### src/lane_test_power_gain_map.svh
// Offsets, field positions, reset values for the lane test, power and
// channel 9 gain/offset register slice.
// Assumes a 16-bit register port with byte-style register indices.
`ifndef LANE_TEST_POWER_GAIN_MAP_SVH
`define LANE_TEST_POWER_GAIN_MAP_SVH

`define ADDR_LANE_PATTERN_SELECT_7_8 8'h23
`define ADDR_CHAN_POWER_INVERT_5_8   8'h24
`define ADDR_CHAN9_GAIN_OFFSET       8'h25
`define ADDR_CHAN9_OFFSET_COPY       8'h26

`define RESET_REG_VALUE              16'h0000

`define LANE7_PAT_MSB                7
`define LANE7_PAT_LSB                5
`define LANE8_PAT_MSB                4
`define LANE8_PAT_LSB                2
`define DIG_SLEEP_MSB                15
`define DIG_SLEEP_LSB                12
`define OUT_SLEEP_MSB                11
`define OUT_SLEEP_LSB                8
`define ANA_SLEEP_MSB                7
`define ANA_SLEEP_LSB                4
`define FLIP_MSB                     3
`define FLIP_LSB                     0
`define GAIN_MSB                     15
`define GAIN_LSB                     11
`define OFFSET_MSB                   9
`define OFFSET_LSB                   0

// Gain step in hundredths of a dB per code
`define GAIN_STEP_CENTI_DB           20

`endif

### src/lane_test_power_gain_pkg.sv
// Types shared by the lane test, power and gain register slice.
// Assumes the map header supplies the numeric constants.
package lane_test_power_gain_pkg;
  typedef logic [2:0]        pattern_code_t;
  typedef logic [4:0]        gain_code_t;
  typedef logic signed [9:0] offset_t;
  typedef logic [3:0]        lane_vec_t;
  typedef logic [15:0]       reg_word_t;
endpackage : lane_test_power_gain_pkg

### src/lane_pattern_gate.sv
// Gates one lane's pattern code by the per-lane selection control.
// Assumes the selection control is a registered level.
`timescale 1ns/100ps
module lane_pattern_gate
  import lane_test_power_gain_pkg::*;
(
  input  wire logic          choose,
  input  wire pattern_code_t code_in,
  output      pattern_code_t code_out,
  output      logic          code_active
);
  assign code_active = choose;
  assign code_out    = choose ? code_in : 3'h0;
endmodule : lane_pattern_gate

### src/lane_test_power_gain_regs.sv
// Register slice: lane 7/8 test pattern codes, channel 5-8 sleep and
// lane 5-8 inversion, channel 9 digital gain and duplicated offset.
// Assumes a synchronous register port; global enables come from
// registers outside this slice as plain inputs.
`timescale 1ns/100ps
`include "lane_test_power_gain_map.svh"

// Contract
// Bits 7-5 of pattern register choose the lane 7 test pattern.
// Bits 4-2 of pattern register choose the lane 8 test pattern.
// Pattern fields act only while per-lane pattern choose is one.
// Power bits 15-12 sleep digital blocks of channels 8 to 5.
// Power bits 11-8 sleep serial output lanes 8 to 5.
// Power bits 7-4 sleep analog blocks of channels 8 to 5.
// Power bits 3-0 invert sample data on lanes 8 to 5.
// All sleep and inversion bits reset to zero.
// Channel 9 gain bits 15-11 apply only while global gain is on.
// Applied gain is code times 0.2 dB.
// Channel 9 offset bits 9-0 apply only while global offset is on.
// Offset is a ten-bit signed twos-complement number.
// Software writes the same offset into the copy register.
// Software copies the offset back into the gain/offset register.
// Reserved bits are plain read-write storage; software writes zero.
module lane_test_power_gain_regs
  import lane_test_power_gain_pkg::*;
#(
  parameter int ADDR_W = 8,
  parameter int DATA_W = 16
) (
  input  wire logic              clk_sys,
  input  wire logic              reset_n,
  input  wire logic              clk_en,
  input  wire logic [ADDR_W-1:0] reg_addr,
  input  wire logic [DATA_W-1:0] reg_wdata,
  input  wire logic              reg_write,
  input  wire logic              reg_read,
  output      logic [DATA_W-1:0] reg_rdata,
  input  wire logic              per_lane_pattern_choose,
  input  wire logic              global_gain_apply,
  input  wire logic              global_offset_apply,
  output      pattern_code_t     lane7_pattern_code,
  output      pattern_code_t     lane8_pattern_code,
  output      logic              lane7_pattern_active,
  output      logic              lane8_pattern_active,
  output      lane_vec_t         digital_sleep,
  output      lane_vec_t         output_sleep,
  output      lane_vec_t         analog_sleep,
  output      lane_vec_t         polarity_flip,
  output      gain_code_t        chan9_gain_code,
  output      logic [9:0]        chan9_gain_centi_db,
  output      offset_t           chan9_offset_value,
  output      logic              chan9_offset_mismatch
);

  reg_word_t pattern_reg;
  reg_word_t power_reg;
  reg_word_t gain_offset_reg;
  reg_word_t offset_copy_reg;
  reg_word_t rdata_next;

  // Decode shared by the write and read paths
  function automatic logic hit(input logic [ADDR_W-1:0] a,
                               input logic [7:0] off);
    hit = (a == ADDR_W'(off));
  endfunction : hit

  // Every bit, reserved ones included, is stored as written
  always_ff @(posedge clk_sys or negedge reset_n) begin
    if (!reset_n) begin
      pattern_reg <= `RESET_REG_VALUE;
    end else if (clk_en && reg_write &&
                 hit(reg_addr, `ADDR_LANE_PATTERN_SELECT_7_8)) begin
      pattern_reg <= reg_wdata[15:0];
    end
  end

  always_ff @(posedge clk_sys or negedge reset_n) begin
    if (!reset_n) begin
      power_reg <= `RESET_REG_VALUE;
    end else if (clk_en && reg_write &&
                 hit(reg_addr, `ADDR_CHAN_POWER_INVERT_5_8)) begin
      power_reg <= reg_wdata[15:0];
    end
  end

  always_ff @(posedge clk_sys or negedge reset_n) begin
    if (!reset_n) begin
      gain_offset_reg <= `RESET_REG_VALUE;
    end else if (clk_en && reg_write &&
                 hit(reg_addr, `ADDR_CHAN9_GAIN_OFFSET)) begin
      gain_offset_reg <= reg_wdata[15:0];
    end
  end

  // The copy is not mirrored by hardware; software keeps both equal
  always_ff @(posedge clk_sys or negedge reset_n) begin
    if (!reset_n) begin
      offset_copy_reg <= `RESET_REG_VALUE;
    end else if (clk_en && reg_write &&
                 hit(reg_addr, `ADDR_CHAN9_OFFSET_COPY)) begin
      offset_copy_reg <= reg_wdata[15:0];
    end
  end

  always_comb begin
    rdata_next = 16'h0000;
    if (hit(reg_addr, `ADDR_LANE_PATTERN_SELECT_7_8)) begin
      rdata_next = pattern_reg;
    end else if (hit(reg_addr, `ADDR_CHAN_POWER_INVERT_5_8)) begin
      rdata_next = power_reg;
    end else if (hit(reg_addr, `ADDR_CHAN9_GAIN_OFFSET)) begin
      rdata_next = gain_offset_reg;
    end else if (hit(reg_addr, `ADDR_CHAN9_OFFSET_COPY)) begin
      rdata_next = offset_copy_reg;
    end
  end

  // Read data stand from the cycle after the strobe until the next cycle with clk_en high; they hold while clk_en is low
  always_ff @(posedge clk_sys or negedge reset_n) begin
    if (!reset_n) begin
      reg_rdata <= '0;
    end else if (clk_en) begin
      if (reg_read) begin
        reg_rdata <= DATA_W'(rdata_next);
      end else begin
        reg_rdata <= '0;
      end
    end
  end

  lane_pattern_gate u_lane7 (
    .choose      (per_lane_pattern_choose),
    .code_in     (pattern_reg[`LANE7_PAT_MSB:`LANE7_PAT_LSB]),
    .code_out    (lane7_pattern_code),
    .code_active (lane7_pattern_active)
  );

  lane_pattern_gate u_lane8 (
    .choose      (per_lane_pattern_choose),
    .code_in     (pattern_reg[`LANE8_PAT_MSB:`LANE8_PAT_LSB]),
    .code_out    (lane8_pattern_code),
    .code_active (lane8_pattern_active)
  );

  // Index 3 is channel/lane 8, index 0 is channel/lane 5
  assign digital_sleep = power_reg[`DIG_SLEEP_MSB:`DIG_SLEEP_LSB];
  assign output_sleep  = power_reg[`OUT_SLEEP_MSB:`OUT_SLEEP_LSB];
  assign analog_sleep  = power_reg[`ANA_SLEEP_MSB:`ANA_SLEEP_LSB];
  assign polarity_flip = power_reg[`FLIP_MSB:`FLIP_LSB];

  // Gain and offset outputs are zero while their global enable is off; the mismatch flag and register readback are not gated
  assign chan9_gain_code = global_gain_apply ?
      gain_offset_reg[`GAIN_MSB:`GAIN_LSB] : 5'h00;
  // Ten bits: the top code of 31 gives 620 hundredths of a dB
  assign chan9_gain_centi_db = 10'(chan9_gain_code) *
      10'(`GAIN_STEP_CENTI_DB);
  assign chan9_offset_value = global_offset_apply ?
      $signed(gain_offset_reg[`OFFSET_MSB:`OFFSET_LSB]) : 10'sh000;
  // Flags a software slip in keeping the two offset copies equal
  assign chan9_offset_mismatch =
      gain_offset_reg[`OFFSET_MSB:`OFFSET_LSB] !=
      offset_copy_reg[`OFFSET_MSB:`OFFSET_LSB];

endmodule : lane_test_power_gain_regs

### config.mk
export PLATFORM = sky130hd
export DESIGN_NAME = lane_test_power_gain_regs
export DESIGN_NICKNAME = d
export VERILOG_FILES = /design/src/lane_test_power_gain_pkg.sv /design/src/lane_pattern_gate.sv /design/src/lane_test_power_gain_regs.sv
export VERILOG_INCLUDE_DIRS = /design/src /design/src/src
export SDC_FILE = /design/constraint.sdc
export NUM_CORES = 1
export LEC_CHECK = 0
export BUFFER_PORTS_ARGS = -buffer_cell sky130_fd_sc_hd__buf_2
export CAP_MARGIN = 20
export CORE_MARGIN = 4
export CORE_UTILIZATION = 45
export DETAILED_ROUTE_END_ITERATION = 6
export GPL_ROUTABILITY_DRIVEN = 0
export PLACE_DENSITY = 0.69
export SLEW_MARGIN = 20
export SYNTH_ARGS = -nofsm -noshare
export SYNTH_HDL_FRONTEND = slang
export SYNTH_SLANG_ARGS = --single-unit
export TNS_END_PERCENT = 5
### constraint.sdc
create_clock -name clk_sys -period 4.1 [get_ports clk_sys]
set_input_delay 0.41 -clock clk_sys [delete_from_list [all_inputs] [get_ports clk_sys]]
set_output_delay 0.41 -clock clk_sys [all_outputs]
set_load 0.01 [all_outputs]
Yosys cells after proc, flatten, opt, wreduce, memory -nomap -nowiden
Cells that the tools add are included.
{"block": "classes", "mul": 1, "n_eq_ne": 5, "mux": 9, "reduce_logical": 5}
{"cell": "16-bit two-way mux", "n": 5}
{"cell": "8-bit by 6-bit equality test with 1-bit output, second input constant", "n": 4}
{"cell": "10-bit two-way mux", "n": 1}
{"cell": "10-bit inequality test", "n": 1}
{"cell": "5-bit by 3-bit multiplier with 8-bit output, second input constant", "n": 1}
{"cell": "3-bit two-way mux", "n": 2}
{"cell": "1-bit logical AND", "n": 5}
{"cell": "5-bit two-way mux", "n": 1}
{"block": "word_totals", "ff_bits": 80, "in_bits": 32, "output_inout_bits": 66, "wordCells": 25}

Logic depth before layout (Yosys ltp)
{"block": "logic_depth", "depth_word": 6, "depth_mapped": 7, "mapped_depth_nobuf": 6}

Cells and area by module
A second synthesis with hierarchy kept.
{"block": "unflattened", "cells_unflattened": 333, "area_unflattened_um2": 4256.6}
{"module": "lane_test_power_gain_regs", "instances": 1, "cells_each": 325, "area_per_inst_um2": 4204.0, "seq_area_each_um2": 2001.9}
{"module": "lane_pattern_gate", "instances": 2, "cells_each": 4, "area_per_inst_um2": 26.3, "seq_area_each_um2": 0.0}

Worst setup path after synthesis
OpenSTA, ideal clock, no wires.
{"block": "synth_timing", "kind": "input-to-output", "start": "in global_gain_apply", "end": "out chan9_gain_centi_db[7]", "arrival_ns": 1.762, "t_required_ns": 3.690, "path_slack_ns": 1.928, "cell_stages": 5, "path_buffers": 0, "path_cell_list": "and2_1 ha_1 ha_1 fa_1 xor2_1"}
{"block": "synth_via", "elab_chain_len": 2}
{"item": "start, declared", "line": "lane_test_power_gain_regs.sv:39", "rtl": "input wire logic global_gain_apply,"}
{"item": "5-bit two-way mux", "line": "lane_test_power_gain_regs.sv:152", "rtl": "assign chan9_gain_code = global_gain_apply ?"}
{"item": "5-bit by 3-bit multiplier with 8-bit output", "line": "lane_test_power_gain_regs.sv:155", "rtl": "assign chan9_gain_centi_db = 10'(chan9_gain_code) *"}
{"item": "end, declared", "line": "lane_test_power_gain_regs.sv:50", "rtl": "output logic [9:0] chan9_gain_centi_db,"}
No other way between the ends.

Worst setup path in the final report
{"block": "layout_timing", "start": "reg gain_offset_reg[14]", "end": "out chan9_gain_centi_db[9]"}
{"block": "layout_via", "elab_chain_len": 2}
{"item": "start, declared", "line": "lane_test_power_gain_regs.sv:57", "rtl": "reg_word_t gain_offset_reg;"}
{"item": "start signal, assigned", "line": "lane_test_power_gain_regs.sv:88", "rtl": "gain_offset_reg <= `RESET_REG_VALUE;"}
{"item": "start signal, assigned", "line": "lane_test_power_gain_regs.sv:91", "rtl": "gain_offset_reg <= reg_wdata[15:0];"}
{"item": "5-bit two-way mux", "line": "lane_test_power_gain_regs.sv:152"}
{"item": "5-bit by 3-bit multiplier with 8-bit output", "line": "lane_test_power_gain_regs.sv:155"}
No other way between the ends.

==> flow_metrics.tcl <==
set metrics [dict create \
    postCtsSetupRepairBufs 0 \
    diodes 0 \
    cp_slowest_cell "fa_1" \
    drt_iter0_drc 120 \
    synth_cells 349 \
    grt_max_degree 81 \
    fill_cells 775 \
    clk-insertion-delay-late_ns 0.36 \
    dieHeight_um 104 \
    dr.pass1.iters 4 \
    dp_hpwl_um 6890 \
    crit_arrival_ns 2.22 \
    rows 34 \
    num-nets-final 468 \
    vias_per_cell 5.50 \
    slowest_delay_ns 0.41 \
    initial_utilization 0.469 \
    slew_violations 0 \
    path_common_cell "ha_1" \
    drv_cap 0 \
    wirelength_um 10000 \
    io_pins 98 \
    syn_area_um2 4130 \
    period_share 0.641 \
    worstSetupStartpointType "flip-flop" \
    crit_path_end_kind "output pin" \
    tightest_slew_ns 1.01 \
    postRouteAntennaNets 0 \
    ir_drop_mv 0.183 \
    fmax_mhz 381 \
    avgSynthCellArea_um2 11.8 \
    min_path_type "in2async" \
    async_flop_share 1.00 \
    synth-edff-count 0 \
    worst-setup-path-type "reg2out" \
    cts_buffers 9 \
    cts_root_buf "clkbuf_8" \
    vias 2989 \
    cts_hold_buf 0 \
    grt_use_total 0.190 \
    crit_fanout 3 \
    clock-sinks 80 \
    pwr_density_cell_nw_per_um2 323 \
    coreArea_um2 8810 \
    leakage_nw 2.56 \
    multi_input_area_um2 1900 \
    grt_pass1_vias 3170 \
    rsz0062_at_grt "false" \
    fin_worst_skew_ns 0.0102 \
    ys.flop_type "dfrtp_1" \
    final_util 0.546 \
    drc_errors 0 \
    ys_types 37 \
    dieArea_um2 10800 \
    finalCriticalPeriod_ns 2.63 \
    drive_gt1_frac 0.416 \
    holdWs_ns 0.0701 \
    routedWlPerCell_um 18.4 \
    tns_ns 0 \
    seq_area_um2 2000 \
    htreeDepth 3 \
    gr-total-overflow 0 \
    clockBufferDepth 2 \
    portBuffers 95 \
    setup_viol 0 \
    grt_first_pass_wirelength_um 16400 \
    clk_pin_slew_ns 0.09 \
    slew_headroom 0.327 \
    cts_tree "built" \
    area_growth_pct 16.4 \
    seq_area_frac_synth 0.485 \
    die_x_um 104 \
    cts_resized 0 \
    finalHoldViolCount 0 \
    ys_ff_latch 80 \
    status "finished, final reports clean" \
    crit_chain "and2_1 -> ha_1 -> ha_1 -> fa_1 -> a21oi_1 -> nor2_1 -> buf_2" \
    required_ns 3.69 \
    synth_warnings 0 \
    antenna_found_initial 0 \
]
[routing by layer]
metal	GRT usage	vias up	wire length [um]
met5	0	-	0
met4	0.0978	0	301
met3	0.0305	26	452
met2	0.337	87	5130
met1	0.223	1490	4130
li1	-	1386	-
[synthesized netlist by cell type, types with 2 or more instances]
cell type  instances  share of area
inv_1             18          0.016
buf_4              9          0.016
xnor2_1            3         0.0064
nand2b_1           2         0.0030
and2_1            21          0.032
nand3b_1          16          0.029
clkbuf_1          10         0.0091
nor2_1            17          0.015
nand4_1            2         0.0030
and3_1             2         0.0030
mux2i_1           16          0.039
ha_1               5          0.015
mux2_4            10          0.036
mux2_2            54           0.15
nor4_1             2         0.0030
o21ai_0           16          0.019
xor2_1            10          0.021
o221ai_1          16          0.034
a21oi_1           18          0.022
buf_2              4         0.0048
dfrtp_1           80           0.48
buf_1              3         0.0027
[where the power goes]
group	internal [mW]	total, mW	switching (mW)
logic	0.0543	0.135	0.0808
clock network	0.300	0.600	0.300
registers	0.806	0.821	0.0152
[critical path: cells and delay by family, from the launching register on]
kind,cells,cell delay [ns]
fa+ha+maj,3,0.95
flops,1,0.39
simple gates,2,0.23
compound gates,1,0.15
buf+inv,1,0.14
[final timing paths]
kind,start,end,slack [ns],cells past startpoint
max,gain_offset_reg[14],chan9_gain_centi_db[9],1.47,7
min,reset_n,reg_rdata[2],0.07,1
max reg2reg,gain_offset_reg[15],reg_rdata[15],3.01,4
min reg2reg,reg_rdata[12],reg_rdata[12],0.52,2
max in group asynchronous,reset_n,offset_copy_reg[1],3.51,1
min in group clk_sys,reg_wdata[6],offset_copy_reg[6],0.33,2
[logic make-up (layout without fill, tap and decap cells)]
family,count (synthesis),in the layout,synth area share
buffers and inverters,46,131,0.0557
other,1,2,0.000908
DFF,80,80,0.485
xor gates and xnor gates,13,13,0.0276
adders and majority gates,6,6,0.0200
muxes,80,80,0.222
AOI/OAI and AO/OA,51,51,0.0769
and+or+nand+nor,72,72,0.112
[through the flow]
step	setup WS [ns]	cells	cell area, um2	power, mW
6_report	1.47	543	4810	1.56
5_1_grt	1.37	543	4810	1.62
4_1_cts	1.44	543	4810	1.57
3_5_place_dp	1.17	527	4600	0.973
3_3_place_gp	1.27	527	4600	0.970
2_1_floorplan	1.93	350	4140	0.904
[final cells by class]
type / instances / share of cell area
multi-input cells: 224 / 0.396
inverters: 18 / 0.0140
clock inverters: 6 / 0.0143
clock buffers: 10 / 0.0286
flip-flops and latches: 80 / 0.416
well taps: 108 / 0.0281
repair buffers: 97 / 0.103
[cell usage in the layout, fill, tap and decap left out, drive strengths merged]
cell type  instances
bufinv             1
or3b               1
a21o               1
nand3              1
dfrtp             80
clkinv             4
nand2b             2
xnor2              3
nor4b              1
fa                 1
and3               2
mux2              64
buf               97
nand4              2
nor3               1
nor3b              1
ha                 5
nor2b              1
clkbuf            10
or3                1
nand2              1
nand3b            16
clkinvlp           1
inv               18
conb               2
mux2i             16
xor2              10
nand4b             1
nor2              18
nor4               2
and2              21
a21oi             18
o221ai            16
o21ai             16
No activity file was read; power rests on OpenSTA's default activity.
